--- src/dfg_pkg.sv ---
// Package for the diagnostic frame generator: register map, fields, resets
// Assumes APB with 32-bit data, registers at word index times four
package dfg_pkg;
    // Register indices as printed; byte address is index times four
    localparam logic [15:0] IDX_SOURCE_ENABLE = 16'h8020;
    localparam logic [15:0] IDX_CONTROL = 16'h8021;
    localparam logic [15:0] IDX_CONTINUOUS = 16'h8022;
    localparam logic [15:0] IDX_IRQ_ENABLE = 16'h8023;
    localparam logic [15:0] IDX_DATA_LENGTH = 16'h8025;
    localparam logic [15:0] IDX_GAP_LENGTH = 16'h8026;
    localparam logic [15:0] IDX_COUNT_UPPER = 16'h8027;
    localparam logic [15:0] IDX_COUNT_LOWER = 16'h8028;
    localparam logic [15:0] IDX_COMPLETE_FLAG = 16'h8029;
    localparam logic [15:0] IDX_DIAG_CLOCK = 16'h8030;
    localparam logic [15:0] IDX_SUBSYS_MASK = 16'h8031;
    localparam logic [15:0] IDX_SUBSYS_STATUS = 16'h8032;
    localparam logic [15:0] IDX_TX_STATUS = 16'h8033;

    // Field positions
    localparam int RESTART_POS = 3;
    localparam int CHECKER_GEN_IRQ_POS = 0;

    // Reset values
    localparam logic [15:0] DATA_LENGTH_RST = 16'h006b;
    localparam logic [15:0] GAP_LENGTH_RST = 16'h000c;
    localparam logic [15:0] COUNT_UPPER_RST = 16'h0000;
    localparam logic [15:0] COUNT_LOWER_RST = 16'h0100;
    localparam logic [2:0] PAYLOAD_RST = 3'h1;

    // Header and trailer byte counts
    localparam logic [15:0] ADDR_BYTES = 16'h000c;
    localparam logic [15:0] HEADER_BYTES = 16'h000e;
    localparam logic [15:0] FCS_BYTES = 16'h0004;

    // Payload content codes
    localparam logic [2:0] PL_STOP = 3'h0;
    localparam logic [2:0] PL_RANDOM = 3'h1;
    localparam logic [2:0] PL_ZEROS = 3'h2;
    localparam logic [2:0] PL_ONES = 3'h3;
    localparam logic [2:0] PL_ALT55 = 3'h4;
    localparam logic [2:0] PL_DECR = 3'h5;

    // Fixed header address bytes and LFSR seed
    localparam logic [7:0] DEST_BYTE = 8'hff;
    localparam logic [7:0] SRC_BYTE = 8'h02;
    localparam logic [31:0] LFSR_SEED = 32'hace1_2468;

    typedef enum logic [2:0] {
        ST_IDLE,
        ST_HEADER,
        ST_DATA,
        ST_FCS,
        ST_GAP
    } dfg_state_type;
endpackage

--- src/dfg_top.sv ---
// Diagnostic frame generator with APB register file and byte-wide tx stream
// Assumes PHY tx takes one byte per pclk; MAC data arrives synchronous to pclk
`timescale 1ns/10ps

// Function
// - Interrupt only when generator enable bit set
// - Subsystem mask bit gates output interrupt
// - Latched status bit shows generator interrupt
// - Sixteen-bit data length, reset 0x6B
// - Frame adds addresses, length, FCS: plus 18
// - Idle gap bytes equal gap field
// - Upper count register holds bits 31:16
// - Lower count register bits 15:0, reset 0x100
// - Count restarts from zero on enable/restart
// - Done flag reads one after burst
// - Done stays until read, read clears
// - Enabled generator replaces MAC as tx source
// - Control field selects payload content
// - Continuous bit runs until the stop code is written, else one burst
// - Restart bit restarts, self clears
module dfg_top (
    input wire logic pclk, // Clock, 10 MHz
    input wire logic presetn, // Async reset, active low
    input wire logic psel, // APB select
    input wire logic penable, // APB enable
    input wire logic pwrite, // APB direction
    input wire logic [31:0] paddr, // APB byte address
    input wire logic [31:0] pwdata, // APB write data
    output logic [31:0] prdata, // APB read data
    output logic pready, // APB ready
    output logic pslverr, // APB error
    input wire logic [7:0] mac_txd, // MAC tx byte
    input wire logic mac_tx_en, // MAC tx valid
    output logic [7:0] phy_txd, // Byte to PHY
    output logic phy_tx_en, // Byte valid to PHY
    output logic irq // Subsystem interrupt, level
);
    // Registers
    logic gen_source_enable_q;
    logic [2:0] gen_payload_select_q;
    logic gen_restart_bit_q;
    logic gen_continuous_select_q;
    logic gen_irq_enable_q;
    logic [15:0] gen_data_length_q;
    logic [15:0] gen_gap_length_q;
    logic [15:0] gen_count_upper_q;
    logic [15:0] gen_count_lower_q;
    logic gen_complete_flag_q;
    logic diag_clock_enable_q;
    logic checker_gen_irq_mask_bit_q;
    logic checker_gen_irq_status_bit_q;
    logic [31:0] prdata_q;
    logic pready_q;
    logic pslverr_q;
    logic [7:0] phy_txd_q;
    logic phy_tx_en_q;
    logic irq_q;
    logic run_q;
    logic stop_q;
    dfg_pkg::dfg_state_type state_q;
    logic [15:0] byte_cnt_q;
    logic [31:0] frame_cnt_q;
    logic [7:0] decr_q;

    // Decode: first access cycle answers, so pready is asserted one cycle after penable rises
    wire access = psel && penable && !pready_q;
    wire wr = access && pwrite;
    wire rd = access && !pwrite;
    wire [15:0] idx = paddr[17:2];
    wire aligned = (paddr[1:0] == 2'h0) && (paddr[31:18] == 14'h0);
    wire hit_en = aligned && (idx == dfg_pkg::IDX_SOURCE_ENABLE);
    wire hit_ctl = aligned && (idx == dfg_pkg::IDX_CONTROL);
    wire hit_cont = aligned && (idx == dfg_pkg::IDX_CONTINUOUS);
    wire hit_irqen = aligned && (idx == dfg_pkg::IDX_IRQ_ENABLE);
    wire hit_len = aligned && (idx == dfg_pkg::IDX_DATA_LENGTH);
    wire hit_gap = aligned && (idx == dfg_pkg::IDX_GAP_LENGTH);
    wire hit_cup = aligned && (idx == dfg_pkg::IDX_COUNT_UPPER);
    wire hit_clo = aligned && (idx == dfg_pkg::IDX_COUNT_LOWER);
    wire hit_done = aligned && (idx == dfg_pkg::IDX_COMPLETE_FLAG);
    wire hit_diag = aligned && (idx == dfg_pkg::IDX_DIAG_CLOCK);
    wire hit_mask = aligned && (idx == dfg_pkg::IDX_SUBSYS_MASK);
    wire hit_stat = aligned && (idx == dfg_pkg::IDX_SUBSYS_STATUS);
    wire hit_txs = aligned && (idx == dfg_pkg::IDX_TX_STATUS);
    wire hit_any = hit_en | hit_ctl | hit_cont | hit_irqen | hit_len | hit_gap | hit_cup | hit_clo
                   | hit_done | hit_diag | hit_mask | hit_stat | hit_txs;

    // Read mux, reserved bits zero
    logic [31:0] rdata;
    always_comb begin
        if (hit_en) begin
            rdata = {31'h0, gen_source_enable_q};
        end else if (hit_ctl) begin
            rdata = {28'h0, gen_restart_bit_q, gen_payload_select_q};
        end else if (hit_cont) begin
            rdata = {31'h0, gen_continuous_select_q};
        end else if (hit_irqen) begin
            rdata = {31'h0, gen_irq_enable_q};
        end else if (hit_len) begin
            rdata = {16'h0, gen_data_length_q};
        end else if (hit_gap) begin
            rdata = {16'h0, gen_gap_length_q};
        end else if (hit_cup) begin
            rdata = {16'h0, gen_count_upper_q};
        end else if (hit_clo) begin
            rdata = {16'h0, gen_count_lower_q};
        end else if (hit_done) begin
            rdata = {31'h0, gen_complete_flag_q};
        end else if (hit_diag) begin
            rdata = {31'h0, diag_clock_enable_q};
        end else if (hit_mask) begin
            rdata = {31'h0, checker_gen_irq_mask_bit_q};
        end else if (hit_stat) begin
            rdata = {31'h0, checker_gen_irq_status_bit_q};
        end else if (hit_txs) begin
            rdata = {29'h0, stop_q, run_q, phy_tx_en_q};
        end else begin
            rdata = 32'h0;
        end
    end

    // Generator control terms
    wire active = gen_source_enable_q && diag_clock_enable_q;
    wire [31:0] target = {gen_count_upper_q, gen_count_lower_q};
    wire start = wr && hit_ctl && pwdata[dfg_pkg::RESTART_POS];
    wire enable_rise = wr && hit_en && pwdata[0] && !gen_source_enable_q;
    // Launch looks at the registers before this write; restart needs the source already enabled
    wire launch = ((start && gen_source_enable_q) || enable_rise) && diag_clock_enable_q
                  && !(wr && hit_ctl && pwdata[2:0] == dfg_pkg::PL_STOP);
    wire [15:0] data_end = gen_data_length_q - 16'h1;
    wire last_fcs = (state_q == dfg_pkg::ST_FCS) && (byte_cnt_q == dfg_pkg::FCS_BYTES - 16'h1);
    wire [31:0] frames_done = frame_cnt_q + 32'h1;
    wire burst_end = last_fcs && !gen_continuous_select_q && (frames_done >= target);
    wire finished = burst_end && run_q;
    wire gen_irq_event = finished && gen_irq_enable_q;
    wire sending = (state_q == dfg_pkg::ST_HEADER) || (state_q == dfg_pkg::ST_DATA)
                   || (state_q == dfg_pkg::ST_FCS);

    // Header byte: addresses then length field big-endian
    wire [15:0] hdr_len_bytes = gen_data_length_q;
    wire [7:0] hdr_byte = (byte_cnt_q < 16'h0006) ? dfg_pkg::DEST_BYTE :
                          (byte_cnt_q < dfg_pkg::ADDR_BYTES) ? dfg_pkg::SRC_BYTE :
                          (byte_cnt_q == dfg_pkg::ADDR_BYTES) ? hdr_len_bytes[15:8] : hdr_len_bytes[7:0];

    // Payload byte per content select
    wire [7:0] rnd_byte;
    wire [7:0] data_byte = (gen_payload_select_q == dfg_pkg::PL_ZEROS) ? 8'h00 :
                           (gen_payload_select_q == dfg_pkg::PL_ONES) ? 8'hff :
                           (gen_payload_select_q == dfg_pkg::PL_ALT55) ? 8'h55 :
                           (gen_payload_select_q == dfg_pkg::PL_DECR) ? decr_q : rnd_byte;

    // CRC covers header and data
    wire [31:0] fcs;
    wire [1:0] fcs_sel = byte_cnt_q[1:0];
    wire [7:0] fcs_byte = fcs[8 * fcs_sel +: 8];
    wire [7:0] gen_byte = (state_q == dfg_pkg::ST_HEADER) ? hdr_byte :
                          (state_q == dfg_pkg::ST_DATA) ? data_byte : fcs_byte;
    wire crc_adv = (state_q == dfg_pkg::ST_HEADER) || (state_q == dfg_pkg::ST_DATA);
    // Clear also between back-to-back frames with no gap, and on a restart mid frame
    wire crc_clear = (state_q == dfg_pkg::ST_IDLE) || (state_q == dfg_pkg::ST_GAP) || last_fcs || launch;

    dfg_crc u_crc (
        .pclk(pclk),
        .presetn(presetn),
        .clear(crc_clear),
        .advance(crc_adv),
        .byte_in(gen_byte),
        .fcs(fcs)
    );

    dfg_lfsr u_lfsr (
        .pclk(pclk),
        .presetn(presetn),
        .advance(state_q == dfg_pkg::ST_DATA),
        .rnd_byte(rnd_byte)
    );

    // APB writes, restart self clears
    always_ff @(posedge pclk or negedge presetn) begin
        if (!presetn) begin
            gen_source_enable_q <= 1'b0;
            gen_payload_select_q <= dfg_pkg::PAYLOAD_RST;
            gen_restart_bit_q <= 1'b0;
            gen_continuous_select_q <= 1'b0;
            gen_irq_enable_q <= 1'b0;
            gen_data_length_q <= dfg_pkg::DATA_LENGTH_RST;
            gen_gap_length_q <= dfg_pkg::GAP_LENGTH_RST;
            gen_count_upper_q <= dfg_pkg::COUNT_UPPER_RST;
            gen_count_lower_q <= dfg_pkg::COUNT_LOWER_RST;
            diag_clock_enable_q <= 1'b0;
            checker_gen_irq_mask_bit_q <= 1'b0;
        end else begin
            gen_restart_bit_q <= 1'b0;
            if (wr && hit_en) gen_source_enable_q <= pwdata[0];
            if (wr && hit_ctl) gen_payload_select_q <= pwdata[2:0];
            if (wr && hit_cont) gen_continuous_select_q <= pwdata[0];
            if (wr && hit_irqen) gen_irq_enable_q <= pwdata[0];
            if (wr && hit_len) gen_data_length_q <= pwdata[15:0];
            if (wr && hit_gap) gen_gap_length_q <= pwdata[15:0];
            if (wr && hit_cup) gen_count_upper_q <= pwdata[15:0];
            if (wr && hit_clo) gen_count_lower_q <= pwdata[15:0];
            if (wr && hit_diag) diag_clock_enable_q <= pwdata[0];
            if (wr && hit_mask) checker_gen_irq_mask_bit_q <= pwdata[dfg_pkg::CHECKER_GEN_IRQ_POS];
        end
    end

    // APB answer and sticky flags; set wins over read clear
    always_ff @(posedge pclk or negedge presetn) begin
        if (!presetn) begin
            prdata_q <= 32'h0;
            pready_q <= 1'b0;
            pslverr_q <= 1'b0;
            gen_complete_flag_q <= 1'b0;
            checker_gen_irq_status_bit_q <= 1'b0;
            irq_q <= 1'b0;
        end else begin
            pready_q <= access;
            pslverr_q <= access && !hit_any;
            if (rd) prdata_q <= rdata;
            gen_complete_flag_q <= finished || (gen_complete_flag_q && !(rd && hit_done));
            checker_gen_irq_status_bit_q <= gen_irq_event
                || (checker_gen_irq_status_bit_q && !(rd && hit_stat));
            irq_q <= checker_gen_irq_status_bit_q && checker_gen_irq_mask_bit_q;
        end
    end

    // Frame sequencer
    always_ff @(posedge pclk or negedge presetn) begin
        if (!presetn) begin
            state_q <= dfg_pkg::ST_IDLE;
            byte_cnt_q <= 16'h0;
            frame_cnt_q <= 32'h0;
            run_q <= 1'b0;
            stop_q <= 1'b0;
            decr_q <= 8'hff;
        end else if (launch) begin
            state_q <= dfg_pkg::ST_HEADER;
            byte_cnt_q <= 16'h0;
            frame_cnt_q <= 32'h0;
            run_q <= 1'b1;
            stop_q <= 1'b0;
            decr_q <= 8'hff;
        end else if (!active) begin
            state_q <= dfg_pkg::ST_IDLE;
            run_q <= 1'b0;
            stop_q <= 1'b0;
        end else begin
            if (wr && hit_ctl && pwdata[2:0] == dfg_pkg::PL_STOP) stop_q <= 1'b1;
            case (state_q)
                dfg_pkg::ST_IDLE: begin
                    byte_cnt_q <= 16'h0;
                end
                dfg_pkg::ST_HEADER: begin
                    byte_cnt_q <= byte_cnt_q + 16'h1;
                    if (byte_cnt_q == dfg_pkg::HEADER_BYTES - 16'h1) begin
                        byte_cnt_q <= 16'h0;
                        decr_q <= 8'hff;
                        state_q <= (gen_data_length_q == 16'h0) ? dfg_pkg::ST_FCS : dfg_pkg::ST_DATA;
                    end
                end
                dfg_pkg::ST_DATA: begin
                    byte_cnt_q <= byte_cnt_q + 16'h1;
                    decr_q <= decr_q - 8'h1;
                    if (byte_cnt_q == data_end) begin
                        byte_cnt_q <= 16'h0;
                        state_q <= dfg_pkg::ST_FCS;
                    end
                end
                dfg_pkg::ST_FCS: begin
                    byte_cnt_q <= byte_cnt_q + 16'h1;
                    if (last_fcs) begin
                        byte_cnt_q <= 16'h0;
                        frame_cnt_q <= frames_done;
                        if (burst_end || stop_q) begin
                            state_q <= dfg_pkg::ST_IDLE;
                            run_q <= 1'b0;
                        end else begin
                            state_q <= (gen_gap_length_q == 16'h0) ? dfg_pkg::ST_HEADER : dfg_pkg::ST_GAP;
                        end
                    end
                end
                dfg_pkg::ST_GAP: begin
                    byte_cnt_q <= byte_cnt_q + 16'h1;
                    if (byte_cnt_q == gen_gap_length_q - 16'h1) begin
                        byte_cnt_q <= 16'h0;
                        state_q <= dfg_pkg::ST_HEADER;
                    end
                end
                default: begin
                    state_q <= dfg_pkg::ST_IDLE;
                end
            endcase
        end
    end

    // Transmit source select, registered
    always_ff @(posedge pclk or negedge presetn) begin
        if (!presetn) begin
            phy_txd_q <= 8'h0;
            phy_tx_en_q <= 1'b0;
        end else if (gen_source_enable_q) begin
            phy_txd_q <= sending ? gen_byte : 8'h0;
            phy_tx_en_q <= sending && active;
        end else begin
            phy_txd_q <= mac_txd;
            phy_tx_en_q <= mac_tx_en;
        end
    end

    assign prdata = prdata_q;
    assign pready = pready_q;
    assign pslverr = pslverr_q;
    assign phy_txd = phy_txd_q;
    assign phy_tx_en = phy_tx_en_q;
    assign irq = irq_q;
endmodule

--- src/dfg_crc.sv ---
// Ethernet CRC-32 byte engine for the frame check sequence
// Assumes one byte per clock while advance is high
`timescale 1ns/10ps
module dfg_crc (
    input wire logic pclk, // Clock
    input wire logic presetn, // Async reset, active low
    input wire logic clear, // Restart the remainder
    input wire logic advance, // Byte valid
    input wire logic [7:0] byte_in, // Byte to fold in
    output logic [31:0] fcs // Complemented remainder, bits in register order
);
    logic [31:0] crc_q;
    logic [31:0] crc_d;

    // Bitwise fold of one byte, LSB first
    always_comb begin
        crc_d = crc_q;
        for (int i = 0; i < 8; i++) begin
            if (crc_d[0] ^ byte_in[i]) begin
                crc_d = (crc_d >> 1) ^ 32'hedb8_8320;
            end else begin
                crc_d = crc_d >> 1;
            end
        end
    end

    // Remainder register
    always_ff @(posedge pclk or negedge presetn) begin
        if (!presetn) begin
            crc_q <= 32'hffff_ffff;
        end else if (clear) begin
            crc_q <= 32'hffff_ffff;
        end else if (advance) begin
            crc_q <= crc_d;
        end
    end

    assign fcs = ~crc_q;
endmodule

--- src/dfg_lfsr.sv ---
// Pseudo random byte source for random payload frames
// Assumes advance pulses once per data byte
`timescale 1ns/10ps
module dfg_lfsr (
    input wire logic pclk, // Clock
    input wire logic presetn, // Async reset, active low
    input wire logic advance, // Step once
    output logic [7:0] rnd_byte // Current random byte
);
    logic [31:0] lfsr_q;

    // Galois LFSR, eight steps per byte
    always_ff @(posedge pclk or negedge presetn) begin
        if (!presetn) begin
            lfsr_q <= dfg_pkg::LFSR_SEED;
        end else if (advance) begin
            lfsr_q <= {lfsr_q[23:0], lfsr_q[31:24] ^ lfsr_q[21:14] ^ {lfsr_q[1:0], lfsr_q[7:2]}};
        end
    end

    assign rnd_byte = lfsr_q[7:0];
endmodule

--- config.mk ---
export PLATFORM = sky130hd
export DESIGN_NAME = dfg_top
export DESIGN_NICKNAME = d
export VERILOG_FILES = /design/src/dfg_pkg.sv /design/src/dfg_top.sv /design/src/dfg_crc.sv /design/src/dfg_lfsr.sv
export SDC_FILE = /design/constraint.sdc
export NUM_CORES = 1
export LEC_CHECK = 0
export ABC_CLOCK_PERIOD_IN_PS = 8300
export BUFFER_PORTS_ARGS = -buffer_cell sky130_fd_sc_hd__buf_2
export CAP_MARGIN = 20
export CELL_PAD_IN_SITES_DETAIL_PLACEMENT = 1
export CELL_PAD_IN_SITES_GLOBAL_PLACEMENT = 2
export CORE_MARGIN = 1.5
export CORE_UTILIZATION = 43
export CTS_BUF_LIST = sky130_fd_sc_hd__clkbuf_4 sky130_fd_sc_hd__clkbuf_8
export DETAILED_ROUTE_END_ITERATION = 12
export GPL_ROUTABILITY_DRIVEN = 1
export MAX_ROUTING_LAYER = met4
export PLACE_DENSITY_LB_ADDON = 0.08
export SETUP_SLACK_MARGIN = 0.3
export SLEW_MARGIN = 20
export SYNTH_ARGS = -nofsm -noshare
export SYNTH_HDL_FRONTEND = slang
export SYNTH_HIERARCHICAL = 1
export SYNTH_SLANG_ARGS = --single-unit
--- constraint.sdc ---
create_clock -name pclk -period 8.3 [get_ports pclk]
set_clock_uncertainty 0.2 [all_clocks]
set_input_delay 0.83 -clock pclk [delete_from_list [all_inputs] [get_ports pclk]]
set_output_delay 0.83 -clock pclk [all_outputs]
set_load 0.01 [all_outputs]
==> impl_metrics.py <==
metrics = {
    "outcome": {
        "status": "finished clean",
    },
    "global_routing": {
        "gr-total-overflow": 0,
        "grt_pass1_vias": 11800,
        "grt_antenna_before_repair": 1,
        "met1_usage": 0.352,
        "use_met3": 0.0359,
        "grt_usage": 0.251,
        "met2_usage": 0.382,
        "grt_pass1_wl_mm": 67.8,
        "grt_max_degree": 124,
        "gr-max-usage-layer": "met2",
    },
    "sta": {
        "fin_crit_ps": 5160,
        "rsz0062_at_grt": "no",
        "drv_slew": 0,
        "finalCritPeriodShare": 0.622,
        "relSlewSlack": 0.266,
        "hold_viol_final": 0,
        "setup-tns-final_ps": 0,
        "tightest_slew_ps": 1090,
        "setup_violations": 0,
        "max_freq_mhz": 194,
        "worst_slack_ps": 3140,
    },
    "clock_network": {
        "post_cts_buffers": 0,
        "path_clk_slew_ps": 60,
        "clkSinkCount": 227,
        "cts_root_buf": "clkbuf_8",
        "cts_resized": 0,
        "cts_buffer_depth": 3,
        "h-tree-depth": 2,
        "cts_buffers": 43,
        "clock_latency_ps": 610,
        "cts_tree": "yes",
        "cts_hold_buf": 0,
    },
    "setup_path": {
        "cp-end-kind": "register",
        "worstPathRequired_ps": 8630,
        "reg2regPathDepth": 16,
        "reg2reg_from": "frame_cnt_q[2]",
        "reg2reg_slack_ps": 3140,
        "reg2reg_to": "state_q[0]",
        "cp.arrival_ps": 5500,
        "critPathMaxFanout": 8,
        "start_kind": "register",
        "worstSetupPathType": "reg2reg",
    },
    "cells_and_area": {
        "final_common_cell": "dfrtp_1",
        "regArea_um2": 5760,
        "multi_input_area_um2": 8080,
        "area_delta_synth_final_pct": 10.9,
        "nFillCells": 3834,
        "layout.nets": 1685,
        "drive_gt1_frac": 0.248,
        "final_cell_mix": "dfrtp_1, nor2_1, nand2_1",
    },
    "synth": {
        "synth-edff-count": 0,
        "synth.yosys.seq_area_share": 0.391,
        "syn_avg_cell_area_um2": 9.73,
        "syn_area_um2": 14700,
        "ys_types": 86,
        "ys_warn_count": 6,
        "synth_cells": 1512,
        "synth_top_flop_cell": "dfrtp_1",
        "async_reset_ff_frac": 1.00,
        "synth-seq-cells": 227,
    },
    "worst_hold_path": {
        "hp-class": "in2async",
    },
    "place": {
        "place_congestion": 0.837,
        "io_buffers": 89,
        "pre_cts_slack_ps": 3120,
        "dp_hpwl_mm": 30.6,
    },
    "power_and_ir_drop": {
        "vdd.ir_drop.worst_uv": 140,
        "total_power_uw": 2460,
        "power_density_nw_per_um2": 151,
        "power_leakage_uw": 0.00738,
    },
    "drt": {
        "drtPass1Iterations": 5,
        "drt_drc_violations_left": 0,
        "drt_iter0_markers": 585,
        "wl_per_cell_um": 20.4,
        "num_vias": 11400,
        "routed_wirelength_mm": 41.9,
        "viasPerCell": 5.53,
        "ant_nets": 0,
    },
    "die": {
        "dieWidth_um": 188,
        "io_pins": 122,
        "die_y_um": 188,
        "floorplan.die_area_um2": 35300,
        "core_um2": 33600,
        "num_rows": 67,
        "start_util": 0.438,
    },
    "flow_run": {
        "cap_violations": 0,
    },
}
## kinds of logic after synthesis
kind of cell	count (synthesis)	share of synthesized area
AO/OA/AOI/OAI	281	0.129
XOR/XNOR	179	0.130
adder cells (fa/ha/maj)	38	0.0323
buffers and inverters	211	0.0640
flip-flops	227	0.391
multiplexers	128	0.105
other	1	0.000255
AND/OR/NAND/NOR	447	0.149
## critical path, stage by stage, from the launching register on
cell,delay [ps]
dfrtp_1,430
nand3_1,210
nor3_1,620
and3_1,330
and3_1,230
and3_1,220
and2_1,320
nand2_1,110
xnor2_1,140
ha_1,290
a21o_1,180
a21o_1,170
a221oi_1,610
a211oi_1,300
o41ai_1,390
a31o_2,220
o22a_1,120
## routing by layer
metal | wire length (um) | up-vias
met2 | 19100 | 188
li1 | - | 5376
met1 | 20500 | 5725
met3 | 1390 | 67
met5 | 0 | -
met4 | 889 | 0
## metrics by stage
stage,hold slack (ps),std cells,instance area [um2],utilization
after floorplan,256,1527,14800,-
after global placement,271,1971,15300,0.457
after detailed placement,294,1971,15400,0.457
after CTS,129,2051,16300,0.485
after global routing,169,2053,16300,0.486
final,111,2053,16300,0.486
## how the worst max path moves through the flow
stage,from,endpoint
global placement,frame_cnt_q[0],state_q[0]
global route,frame_cnt_q[2],state_q[0]
floorplan,byte_cnt_q[10],u_crc/crc_q[19]
CTS,frame_cnt_q[2],state_q[0]
finish,frame_cnt_q[2],state_q[0]
detailed placement,frame_cnt_q[2],state_q[0]
## final cells by class
class / instances / area share
multi-input cells: 1089 / 0.495
inverters: 104 / 0.0239
clock buffers: 75 / 0.0567
well taps: 448 / 0.0343
repair buffers: 104 / 0.0353
diodes: 1 / 0.000153
clock inverters: 5 / 0.00192
flip-flops and latches: 227 / 0.353
## registers in the layout (all words and copies together) (netlist names), 3 cells and up
signal and flops:
state_q 3, gen_gap_length_q 16, gen_count_lower_q 16, u_lfsr/lfsr_q 32
gen_payload_select_q 3, byte_cnt_q 16, frame_cnt_q 32, decr_q 8
gen_count_upper_q 16, prdata 16, phy_txd 8, gen_data_length_q 16
u_crc/crc_q 32
## power breakdown
group / switching [uW] / internal, uW / leakage, uW
clock: 516 / 699 / 0.000512
sequential: 12.7 / 1130 / 0.00270
combinational: 72.0 / 34.9 / 0.00417
total: 601 / 1860 / 0.00738
## cell usage after synthesis (all sizes together) (8+ instances only)
master	instances	area share
xnor2	111	0.076
a21oi	58	0.020
nand3	33	0.011
inv	103	0.026
nand3b	8	0.0041
dfstp	62	0.11
ha	38	0.032
clkbuf	69	0.018
xor3	8	0.013
mux4	8	0.012
nor3	25	0.0085
nand2b	20	0.0085
mux2i	13	0.0088
xor2	55	0.033
nor4	15	0.0072
o21ai	78	0.027
a211o	28	0.017
a21o	11	0.0056
and2	9	0.0038
a31oi	14	0.0060
and3	20	0.0085
or3	9	0.0038
a222oi	13	0.0088
mux2	107	0.084
dfrtp	165	0.28
buf	38	0.019
nor2b	10	0.0043
nand4	19	0.0081
nor2	139	0.035
nand2	112	0.029
(Power assumes the default switching activity.)
